===== src/hdl/psdf_pkg.sv =====
`default_nettype none
package psdf_pkg;
   // ----------------------------------------
   // sizes and codes
   // ----------------------------------------
   localparam int          PSDF_CHANNELS    = 6;     // output channels
   localparam int          PSDF_SEL_W       = 3;     // sense selector width
   localparam logic [2:0]  PSDF_SEL_OFF_A   = 3'h6;  // selector code: sense off
   localparam logic [2:0]  PSDF_SEL_OFF_B   = 3'h7;  // selector code: sense off
   localparam logic [2:0]  PSDF_SEL_RESET   = 3'h7;  // selector after reset: off
   localparam logic [5:0]  PSDF_WARN_RESET  = 6'h00; // warning word after reset
   localparam logic [5:0]  PSDF_LATCH_RESET = 6'h00; // latch-off after reset
   localparam logic        PSDF_BYPASS_RESET = 1'b0; // bypass flag after reset
endpackage
`default_nettype wire


===== src/hdl/psdf_sense_gate.sv =====
`timescale 1ns/1ps
`default_nettype none
// ----------------------------------------
// sense output enable for one selected channel
// ----------------------------------------
module psdf_sense_gate (
   input  wire logic clk,         // system clock
   input  wire logic reset_n,     // synchronous reset, active low
   input  wire logic sel_valid,   // selector names a real channel
   input  wire logic ch_on,       // selected channel switched on
   input  wire logic ch_bypass,   // selected channel vds above threshold
   input  wire logic ch_diag_en,  // diagnosis enabled
   input  wire logic ch_fault,    // any fault on selected channel
   output logic      sense_oe_n   // low while sense output drives
);
   typedef struct packed {
      logic oe_n;                  // registered enable, active low
   } psdf_gate_state_t;

   psdf_gate_state_t st_reg;       // current state
   psdf_gate_state_t st_next;      // next state

   // all conditions must hold, otherwise high impedance
   always_comb begin
      st_next = st_reg;
      st_next.oe_n = ~(sel_valid & ch_on & ~ch_bypass & ch_diag_en & ~ch_fault);
   end

   always_ff @(posedge clk) begin
      if (!reset_n) begin
         st_reg <= '{oe_n: 1'b1};
      end else begin
         st_reg <= st_next;
      end
   end

   assign sense_oe_n = st_reg.oe_n;

   // ----------------------------------------
   // checks
   // ----------------------------------------
   // a fault seen on one edge must leave the pin released on the next
   gate_fault_a: assert property (@(posedge clk) disable iff (!reset_n)
      ch_fault |=> sense_oe_n) else $error("sense enabled with fault");
   gate_diag_a: assert property (@(posedge clk) disable iff (!reset_n)
      !ch_diag_en |=> sense_oe_n) else $error("sense enabled with diag off");
   // driving needs a channel that was on and below the bypass threshold
   gate_on_a: assert property (@(posedge clk) disable iff (!reset_n)
      !sense_oe_n |-> $past(ch_on && !ch_bypass)) else $error("sense enabled on off or bypassed channel");
   gate_sel_a: assert property (@(posedge clk) disable iff (!reset_n)
      !sel_valid |=> sense_oe_n) else $error("sense enabled without selection");
endmodule
`default_nettype wire


===== src/hdl/psdf_diag_flags.sv =====
`timescale 1ns/1ps
`default_nettype none
module psdf_diag_flags #(
   parameter int CHANNELS = psdf_pkg::PSDF_CHANNELS,  // channel count
   parameter int SEL_W    = psdf_pkg::PSDF_SEL_W      // selector width
) (
   input  wire logic                clk,                   // system clock
   input  wire logic                reset_n,               // synchronous reset, active low
   input  wire logic [CHANNELS-1:0] overtemp,              // per-channel overtemperature
   input  wire logic [CHANNELS-1:0] overload,              // per-channel overload monitor
   input  wire logic [CHANNELS-1:0] restart_limit,         // restart count exhausted
   input  wire logic [CHANNELS-1:0] channel_on,            // channel switched on
   input  wire logic [CHANNELS-1:0] vds_above_bypass,      // vds above bypass_threshold
   input  wire logic [CHANNELS-1:0] hard_fault,            // hard failure per channel
   input  wire logic                diag_enable,           // diagnosis enabled
   input  wire logic                sel_write,             // pulse: load selector
   input  wire logic [SEL_W-1:0]    sel_data,              // new selector value
   input  wire logic                warn_word_sent,        // pulse: warning word sent
   input  wire logic                clear_latches_cmd,     // pulse: clear protection latches
   output logic [CHANNELS-1:0]      warning_diag_word,     // latched warning word
   output logic [CHANNELS-1:0]      latched_off,           // protection latches
   output logic [SEL_W-1:0]         sense_channel_select,  // current selector
   output logic                     bypass_monitor_flag,   // standard word bypass bit
   output logic                     sense_out_oe_n,        // low while sense output drives
   output logic [SEL_W-1:0]         sense_route            // channel routed to sense pin
);
   import psdf_pkg::*;
   // limitation: restart counting lives elsewhere; this block only remembers
   // the latch-off levels it is handed and drops them on the clear command

   // ----------------------------------------
   // state
   // ----------------------------------------
   typedef struct packed {
      logic [CHANNELS-1:0] warn;    // sticky warnings
      logic [CHANNELS-1:0] latch;   // protection latch-off
      logic [SEL_W-1:0]    sel;     // sense selector
      logic                bypass;  // bypass flag
      logic [SEL_W-1:0]    route;   // routed channel copy
   } psdf_state_t;

   // value after reset: nothing warned, nothing latched, sense selector off
   localparam psdf_state_t ST_RESET = '{
      warn:   CHANNELS'(PSDF_WARN_RESET),
      latch:  CHANNELS'(PSDF_LATCH_RESET),
      sel:    SEL_W'(PSDF_SEL_RESET),
      bypass: PSDF_BYPASS_RESET,
      route:  SEL_W'(PSDF_SEL_RESET)
   };

   psdf_state_t st_reg;   // current state
   psdf_state_t st_next;  // next state

   // selector codes at or above channel count, or off codes, disable sense
   function automatic logic sel_ok(input logic [SEL_W-1:0] s);
      sel_ok = (s != PSDF_SEL_OFF_A) && (s != PSDF_SEL_OFF_B) && (int'(s) < CHANNELS);
   endfunction

   // bit of the selected channel, zero when the selector names none;
   // keeps an out-of-range selector from indexing past the vector
   function automatic logic sel_bit(input logic [CHANNELS-1:0] v, input logic [SEL_W-1:0] s);
      sel_bit = 1'b0;
      if (sel_ok(s)) begin
         sel_bit = v[s];
      end
   endfunction

   logic                sel_is_valid;  // selector names a channel
   logic                sel_on;        // selected channel on
   logic                sel_bp;        // selected channel vds above threshold
   logic                sel_fault;     // selected channel faulted
   logic [CHANNELS-1:0] fault_any;     // per-channel fault terms for sense
   logic [CHANNELS-1:0] raw_warn;      // unlatched warning terms

   // ----------------------------------------
   // next-state logic
   // ----------------------------------------
   // everything follows the registered selector, so a new selection
   // reaches sense and bypass one edge after the write
   always_comb begin
      sel_is_valid = sel_ok(st_reg.sel);
      sel_on       = sel_bit(channel_on, st_reg.sel);
      sel_bp       = sel_bit(vds_above_bypass, st_reg.sel);
      // hard failure or overtemperature blocks sense, overload does not; latch-off counts as fault
      fault_any    = hard_fault | overtemp | st_reg.latch;
      // no channel selected: treat as faulted so sense stays off
      sel_fault    = sel_is_valid ? sel_bit(fault_any, st_reg.sel) : 1'b1;
      raw_warn     = overtemp | overload;
      st_next      = st_reg;
      // one send pulse per frame; the whole word leaves in that frame
      // send clears, but new events and latched-off channels win
      if (warn_word_sent) begin
         st_next.warn = (st_reg.warn & st_reg.latch) | raw_warn;
      end else begin
         st_next.warn = st_reg.warn | raw_warn;
      end
      // a limit still high during the clear leaves the channel latched
      // latches only cleared by command; new limit wins over clear
      if (clear_latches_cmd) begin
         st_next.latch = restart_limit;
      end else begin
         st_next.latch = st_reg.latch | restart_limit;
      end
      // selector changes only through the serial write
      if (sel_write) begin
         st_next.sel = sel_data;
      end
      // the flag is the vds comparison itself: high while off with the
      // output low, low while on or with the output held at supply
      if (sel_is_valid) begin
         st_next.bypass = sel_bp;
      end else begin
         // nothing selected: report as if the output were low
         st_next.bypass = 1'b1;
      end
      st_next.route  = st_reg.sel;
   end

   // ----------------------------------------
   // registers
   // ----------------------------------------
   // whole state in one register; reset loads the constant above
   // so no field can be forgotten when the struct grows
   always_ff @(posedge clk) begin
      if (!reset_n) begin
         st_reg <= ST_RESET;
      end else begin
         st_reg <= st_next;
      end
   end

   // sense gate, one cycle behind the selected inputs
   psdf_sense_gate u_gate (
      .clk        (clk),
      .reset_n    (reset_n),
      .sel_valid  (sel_is_valid),
      .ch_on      (sel_on),
      .ch_bypass  (sel_bp),
      .ch_diag_en (diag_enable),
      .ch_fault   (sel_fault),
      .sense_oe_n (sense_out_oe_n)
   );

   // outputs come straight from the state register
   assign warning_diag_word    = st_reg.warn;
   assign latched_off          = st_reg.latch;
   assign sense_channel_select = st_reg.sel;
   assign bypass_monitor_flag  = st_reg.bypass;
   assign sense_route          = st_reg.route;

   // ----------------------------------------
   // checks
   // ----------------------------------------
   // warning terms of channel 0 reach the word one edge later
   warn_set_a: assert property (@(posedge clk) disable iff (!reset_n)
      (overtemp[0] | overload[0]) |=> warning_diag_word[0]) else $error("warning not set");
   // a send with nothing new and no latch-off clears the bit
   warn_clear_a: assert property (@(posedge clk) disable iff (!reset_n)
      (warn_word_sent && !latched_off[0] && !overtemp[0] && !overload[0]) |=> !warning_diag_word[0])
      else $error("warning not cleared");
   // a latched-off channel keeps its warning through a send
   warn_hold_a: assert property (@(posedge clk) disable iff (!reset_n)
      (latched_off[0] && warning_diag_word[0]) |=> warning_diag_word[0]) else $error("latched warning lost");

   // latches move only on the clear command or a new limit
   latch_keep_a: assert property (@(posedge clk) disable iff (!reset_n)
      (latched_off[0] && !clear_latches_cmd) |=> latched_off[0]) else $error("latch dropped");
   latch_clear_a: assert property (@(posedge clk) disable iff (!reset_n)
      (clear_latches_cmd && !restart_limit[0]) |=> !latched_off[0]) else $error("latch not cleared");
   latch_set_a: assert property (@(posedge clk) disable iff (!reset_n)
      restart_limit[0] |=> latched_off[0]) else $error("latch not set");

   // the selector only takes what the serial write carries
   sel_load_a: assert property (@(posedge clk) disable iff (!reset_n)
      sel_write |=> sense_channel_select == $past(sel_data)) else $error("selector not loaded");
   sel_stable_a: assert property (@(posedge clk) disable iff (!reset_n)
      !sel_write |=> $stable(sense_channel_select)) else $error("selector moved");

   // both off codes release the sense pin; route trails the selector
   sel_off_a: assert property (@(posedge clk) disable iff (!reset_n)
      (sense_channel_select == PSDF_SEL_OFF_A) |=> sense_out_oe_n) else $error("sense on for off code");
   sel_off_b_a: assert property (@(posedge clk) disable iff (!reset_n)
      (sense_channel_select == PSDF_SEL_OFF_B) |=> sense_out_oe_n) else $error("sense on for off code");
   route_copy_a: assert property (@(posedge clk) disable iff (!reset_n)
      1'b1 |=> sense_route == $past(sense_channel_select)) else $error("route not following selector");

   // bypass flag mirrors the selected comparison, set with no selection;
   // the reset edge is skipped because the flag resets low
   bypass_flag_a: assert property (@(posedge clk) disable iff (!reset_n)
      (sense_channel_select == 3'h1) |=> bypass_monitor_flag == $past(vds_above_bypass[1]))
      else $error("bypass flag wrong");
   bypass_none_a: assert property (@(posedge clk) disable iff (!reset_n)
      (!sel_ok(sense_channel_select) && $past(reset_n)) |=> bypass_monitor_flag)
      else $error("bypass flag wrong without selection");

   // sense released while diagnosis is off or a hard failure is present
   diag_off_a: assert property (@(posedge clk) disable iff (!reset_n)
      !diag_enable |=> sense_out_oe_n) else $error("sense on with diag off");
   hard_fault_a: assert property (@(posedge clk) disable iff (!reset_n)
      (sense_channel_select == 3'h1 && hard_fault[1]) |=> sense_out_oe_n)
      else $error("sense on with hard failure");

   // main scenarios worth seeing at least once
   sense_on_c: cover property (@(posedge clk) disable iff (!reset_n) !sense_out_oe_n);
   warn_kept_c: cover property (@(posedge clk) disable iff (!reset_n)
      warn_word_sent && latched_off[0] && warning_diag_word[0]);
   clear_c: cover property (@(posedge clk) disable iff (!reset_n) clear_latches_cmd && latched_off != '0);
   bypass_seen_c: cover property (@(posedge clk) disable iff (!reset_n)
      bypass_monitor_flag && sense_channel_select == 3'h1);
endmodule
`default_nettype wire


===== config.mk =====
export PLATFORM = sky130hd
export DESIGN_NAME = psdf_diag_flags
export DESIGN_NICKNAME = d
export VERILOG_FILES = /design/src/hdl/psdf_pkg.sv /design/src/hdl/psdf_sense_gate.sv /design/src/hdl/psdf_diag_flags.sv
export SDC_FILE = /design/constraint.sdc
export NUM_CORES = 1
export LEC_CHECK = 0
export ABC_AREA = 0
export BUFFER_PORTS_ARGS = -buffer_cell sky130_fd_sc_hd__buf_2
export CAP_MARGIN = 40
export CORE_ASPECT_RATIO = 1.2
export CORE_UTILIZATION = 35
export CTS_BUF_LIST = sky130_fd_sc_hd__clkbuf_4
export DETAILED_ROUTE_END_ITERATION = 10
export PLACE_DENSITY_LB_ADDON = 0.1
export SYNTH_ARGS = -nofsm -noshare
export SYNTH_HDL_FRONTEND = slang
export SYNTH_HIERARCHICAL = 1
export SYNTH_SLANG_ARGS = --single-unit

===== constraint.sdc =====
create_clock -name clk -period 2.2 [get_ports clk]
set_clock_uncertainty 0.15 [all_clocks]
set_input_delay 0.44 -clock clk [delete_from_list [all_inputs] [get_ports clk]]
set_output_delay 0.44 -clock clk [all_outputs]
set_load 0.1 [all_outputs]

==> results.json, run 1 <==
{
  "post-route-min-period_ns": 1.913,
  "synthFlopType": "dfxtp_1",
  "cts_root_buffer": "clkbuf_4",
  "antenna_found_initial": 0,
  "path_clk_slew_ns": 0.11,
  "post_cts_buffers": 0,
  "setup_viol_count_final": 0,
  "fin_ws_ns": 0.2871,
  "insertion_delay_ns": 0.29,
  "viasPerCell": 4.856,
  "worst_setup_path_end_kind": "output pin",
  "async_flop_share_pct": 0,
  "drt_iter0_markers": 13,
  "syn_nets": 138,
  "critical-path-slowest-cell": "dfxtp_1",
  "worst-path-buf-inv": 1,
  "yosysSeqAreaShare_pct": 46.51,
  "dp_cells": 183,
  "max_stage_delay_ns": 0.53,
  "synth_area_leaders": "dfxtp_1 (47%), a21oi_1 (7.0%), mux4_1 (6.1%)",
  "fin_crit_sh_pct": 86.95,
  "cts_resized": 0,
  "cts_buffers": 3,
  "path_cells": "buf_2",
  "finalSetupTns_ns": 0,
  "drive_gt1_share_pct": 45.51,
  "critPathTopFamily": "flip-flops",
  "cts_max_level": 1,
  "critPathMaxFanout": 11,
  "nets": 202,
  "die_area_um2": 2662,
  "synth_seq_cells": 20,
  "synth_cell_types": 25,
  "cts_tree": "done",
  "irDropWorstVdd_v": 0.0004619,
  "grt_max_degree": 14,
  "synth_warnings": 6,
  "yosys.area.top_type": "dfxtp_1",
  "hold_violations": 0,
  "drtPass1Iterations": 4,
  "relSlewSlack_pct": 67.71,
  "ctsHoldBuffers": 0,
  "status": "finished clean",
  "wl_per_cell_um": 11.76,
  "place_hpwl_um": 1787,
  "initial_core_util_pct": 37.33,
  "power.density_nw_per_um2": 713.8,
  "synth_top_area_share_pct": 46.51,
  "crit_arrival_ns": 1.32,
  "io_pins": 65,
  "grt_usage_pct": 17.64,
  "critical_path_class": "flop to output pin",
  "cp.required_ns": 1.61,
  "start_kind": "flop",
  "maxSlewViolCount": 0,
  "die_w_um": 47.27,
  "gp_congestion": 0.7908,
  "ant_nets": 0,
  "preCtsSetupSlack_ns": 0.3107,
  "cts_sinks": 20,
  "leakagePower_nw": 0.6113,
  "synth_edf_count": 0,
  "gr-total-overflow": 0,
  "grt_first_pass_wirelength_um": 3429,
  "wirelength_um": 2200,
  "vias": 908,
  "clock.fmax_mhz": 522.8,
  "port_buffers": 64,
  "avgSynthCellArea_um2": 9.256,
  "n_antenna_cell": 0,
  "grt_pass1_vias": 883,
  "synth_area_um2": 860.8,
  "rsz0062_at_grt": "no",
  "netlist_instances": 93,
  "clk_path_buf_depth": 2,
  "instances_no_fill": 187,
  "min-delay-path-class": "primary input to flop",
  "drcViolationCount": 0,
  "core_um2": 2306,
  "rows": 19,
  "die_h_um": 56.33,
  "cap_violations": 0,
  "area_delta_synth_final_pct": 40.70,
  "tightest_slew_ns": 0.4877
}
power by group:
group          switching, mW  internal, mW  leakage (nW)
logic                  0.217        0.0728         0.429
clock network          0.106        0.0660        0.0154
registers             0.0189         0.385         0.167
total                  0.341         0.523         0.611
cell families (layout without fill, tap and decap cells):
logic type / count (synthesis) / after routing / synth area share [%]
buf+inv: 12 / 75 / 7.557
simple gates: 31 / 31 / 19.77
mux: 6 / 6 / 10.76
flops: 20 / 20 / 46.51
compound gates: 24 / 24 / 15.41
cell type report:
type | instances | area [um2]
inverter | 6 | 22.52
tap | 31 | 38.79
timing repair buffer | 65 | 327.8
sequential | 20 | 400.4
clock inverter | 1 | 3.754
multi-input combinational | 61 | 395.4
clock buffer | 3 | 22.52
fill | 247 | 1095
path summary, 6_finish.rpt:
kind	cells after the start	end	slack, ns	from
worst min register to register	2	warning_diag_word[1]$_SDFF_PN0_	0.34	warning_diag_word[1]$_SDFF_PN0_
worst max register to register	6	u_gate/sense_oe_n$_SDFF_PN1_	0.32	sense_channel_select[0]$_SDFFE_PN1P_
worst min-delay path	3	latched_off[2]$_SDFF_PN0_	0.20	restart_limit[2]
worst max-delay path	1	sense_channel_select[2]	0.29	sense_channel_select[2]$_SDFFE_PN1P_
cells in the final DEF, fill, tap and decap left out:
master	n
inv_1	6
nor2_1	13
nor3_1	1
and4bb_2	1
a311oi_1	1
clkinv_1	1
nor4_1	3
buf_4	1
nor4_2	1
o21ai_0	6
buf_2	64
mux2i_1	4
clkbuf_4	3
nor4b_2	1
a211o_1	1
a21oi_1	12
dfxtp_1	20
nand2_1	6
o22ai_1	2
o21ai_1	1
nand3_1	1
mux4_1	2
nor4b_1	2
o211ai_1	1
nand2b_1	2
registers in the layout, summed over array words and instances, names as in the netlist:
name                  cells
sense_route               3
sense_channel_select      3
warning_diag_word         6
bypass_monitor_flag       1
latched_off               6
u_gate/sense_oe_n         1
metal layers:
layer	track usage [%]	vias up	share of wire, %	wire (um)
met5	0	-	0	0
met4	6.122	0	1.2	26
met3	3.537	4	5.7	126
met2	31.12	35	51	1116
met1	19.72	413	42	931
li1	-	456	-	-
per-stage QoR:
| stage | util [%] | power [mW] | instance area, um2 | hold WS, ns |
|---|---|---|---|---|
| CTS | 52.52 | 0.8742 | 1211 | 0.1895 |
| detailed placement | 51.38 | 0.7028 | 1185 | 0.3236 |
| global placement | 51.38 | 0.6992 | 1185 | 0.3111 |
| floorplan | - | 0.6313 | 860.8 | 0.3519 |
| finish | 52.52 | 0.8645 | 1211 | 0.1958 |
| global route | 52.52 | 0.9103 | 1211 | 0.1811 |
synthesized netlist by cell type, types with 2 or more instances:
cell      count
dfxtp_1      20
nand2_1       6
o21ai_0       6
mux2i_1       4
nor2_1       13
nand2b_1      2
buf_4         3
inv_1         6
a21oi_1      12
o22ai_1       2
nor4_1        3
nor4b_1       2
mux4_1        2
Power figures use the tool's default switching activity.
==> inputs of run 2 (changes only) <==
- SYNTH_HIERARCHICAL: 1 -> not set
==> run 2 against run 1 <==
  * Synthesized cell count shrank 4.3%
  * Combinational power shrank 4%
  * Routed wire length shrank 2.3%
  * Largest cell class is now multi-input gates
  * Largest power group unchanged
  * Highest routed layer unchanged
==> results.json, run 2 <==
{
  "rsz0062_at_grt": "no",
  "synth_area_um2": 867.1,
  "io_pins": 65,
  "route.met2.wl_um": 1132,
  "place_hpwl_um": 1740,
  "crit_arrival_ns": 1.37,
  "ctsHoldBuffers": 0,
  "wirelength_met1_um": 873,
  "irDropWorstVdd_v": 0.0004462,
  "nets": 196,
  "cts_max_level": 1,
  "synth_most_common_cell": "dfxtp_1",
  "post_cts_buffers": 0,
  "gp_congestion": 0.7126,
  "wl_per_cell_um": 11.88,
  "cp.required_ns": 1.61,
  "critical_path_class": "flop to output pin",
  "status": "finished clean",
  "maxUsedRoutingLayer": "met4",
  "synth_top_area_share_pct": 46.18,
  "synth_cell_types": 25,
  "preCtsSetupSlack_ns": 0.5064,
  "cap_violations": 0,
  "fin_ws_ns": 0.2389,
  "dr_wl_met3_um": 131,
  "critPathMaxFanout": 11,
  "cts_tree": "done",
  "power.density_nw_per_um2": 706.5,
  "avgSynthCellArea_um2": 9.742,
  "area_delta_synth_final_pct": 38.82,
  "viasPerCell": 4.696,
  "cts_root_buffer": "clkbuf_4",
  "nFillCells": 244,
  "vias": 850,
  "grt_pass1_vias": 784,
  "grt_max_degree": 21,
  "grt_usage_pct": 17.95,
  "min_to": "latched_off[2]$_SDFF_PN0_",
  "fin_hold_ws_ns": 0.2013,
  "worst_setup_path_end_kind": "output pin",
  "hold_violations": 0,
  "core_um2": 2306,
  "tightest_slew_ns": 0.4902,
  "critical-path-slowest-cell": "dfxtp_1",
  "die_h_um": 56.53,
  "async_flop_share_pct": 0,
  "synth_area_leaders": "dfxtp_1 (46%), mux2i_1 (5.8%), nor2b_1 (5.8%)",
  "critPathTopFamily": "flip-flops",
  "clk_path_buf_depth": 2,
  "regArea_um2": 400.4,
  "synth_seq_cells": 20,
  "leakagePower_nw": 0.5797,
  "cts_buffers": 3,
  "insertion_delay_ns": 0.29,
  "layout_commonest_cell": "buf_2",
  "min-delay-path-class": "primary input to flop",
  "port_buffers": 64,
  "final_area_um2": 1204,
  "worst-path-buf-inv": 1,
  "antenna_found_initial": 0,
  "setup_viol_count_final": 0,
  "synth_warnings": 0,
  "relSlewSlack_pct": 67.54,
  "finalSetupTns_ns": 0,
  "drtPass1Iterations": 2,
  "synthTopCellsByCount": "dfxtp_1 (20), nor2b_1 (8)",
  "netlist_instances": 89,
  "max_stage_delay_ns": 0.57,
  "gr-total-overflow": 0,
  "syn_nets": 134,
  "synthFlopType": "dfxtp_1",
  "utilization_pct": 52.20,
  "place_area_um2": 1177,
  "clock.fmax_mhz": 509.9,
  "die_w_um": 47.44,
  "synth_edf_count": 0,
  "post-route-min-period_ns": 1.961,
  "drcViolationCount": 0,
  "layout_common_cells": "buf_2 (64), dfxtp_1 (20), nor2b_1 (8)",
  "multiInputGateArea_um2": 414.1,
  "maxSlewViolCount": 0,
  "holdPathStages": 2,
  "wirelength_um": 2150,
  "grt_first_pass_wirelength_um": 3422,
  "rr_startpoint": "sense_channel_select[0]$_SDFFE_PN1P_",
  "hold_path_startpoint": "restart_limit[2]",
  "r2r_cells": 3,
  "path_cells": "buf_2",
  "fin_crit_sh_pct": 89.14,
  "yosys.area.top_type": "dfxtp_1",
  "yosysSeqAreaShare_pct": 46.18,
  "cts_resized": 0,
  "rows": 19,
  "drive_gt1_share_pct": 45.33,
  "r2r_slack_ns": 0.49,
  "timing.rr.end": "u_gate.sense_oe_n$_SDFF_PN1_",
  "start_kind": "flop",
  "initial_core_util_pct": 37.60,
  "path_clk_slew_ns": 0.11,
  "ant_nets": 0,
  "cts_sinks": 20,
  "drt_iter0_markers": 7,
  "die_area_um2": 2681,
  "n_antenna_cell": 0
}
run 2: logic make-up after synthesis:
| group | count (synthesis) | synth area share, % |
|---|---|---|
| flip-flops | 20 | 46.18 |
| multiplexers | 6 | 8.369 |
| AO/OA/AOI/OAI | 22 | 17.32 |
| buffers and inverters | 8 | 6.061 |
| AND/OR/NAND/NOR | 33 | 22.08 |
run 2: report_power, final:
part | internal (mW) | switching, mW | leakage, nW
clock | 0.0659 | 0.105 | 0.0154
sequential | 0.384 | 0.0180 | 0.167
combinational | 0.0714 | 0.206 | 0.398
run 2: final cells by class:
| class | count | area share (%) |
|---|---|---|
| clock inverters | 1 | 0.3119 |
| multi-input cells | 61 | 34.41 |
| flip-flops and latches | 20 | 33.26 |
| inverters | 1 | 0.3119 |
| repair buffers | 64 | 26.61 |
| clock buffers | 3 | 1.871 |
| well taps | 31 | 3.222 |
run 2: worst max-delay path by stage:
stage / cells after the start / start / endpoint / slack [ns]
2_1_floorplan: 3 / latched_off[3]$_SDFF_PN0_ / u_gate.sense_oe_n$_SDFF_PN1_ / 0.33
3_3_place_gp: 4 / overtemp[3] / u_gate.sense_oe_n$_SDFF_PN1_ / 0.51
3_5_place_dp: 4 / overtemp[3] / u_gate.sense_oe_n$_SDFF_PN1_ / 0.51
4_1_cts: 1 / sense_channel_select[0]$_SDFFE_PN1P_ / sense_channel_select[0] / 0.22
5_1_grt: 1 / sense_channel_select[0]$_SDFFE_PN1P_ / sense_channel_select[0] / 0.15
6_report: 1 / sense_channel_select[0]$_SDFFE_PN1P_ / sense_channel_select[0] / 0.24
run 2: stage by stage:
stage | cells | power [mW]
global route | 181 | 0.9032
CTS | 181 | 0.8659
finish | 181 | 0.8503
floorplan | 89 | 0.6233
global placement | 177 | 0.6851
detailed placement | 177 | 0.6892
run 2: per-layer routing:
layer	track usage [%]	up-vias
li1	-	434
met1	21.07	382
met2	29.94	32
met3	3.859	2
met4	7.347	0
met5	0	-
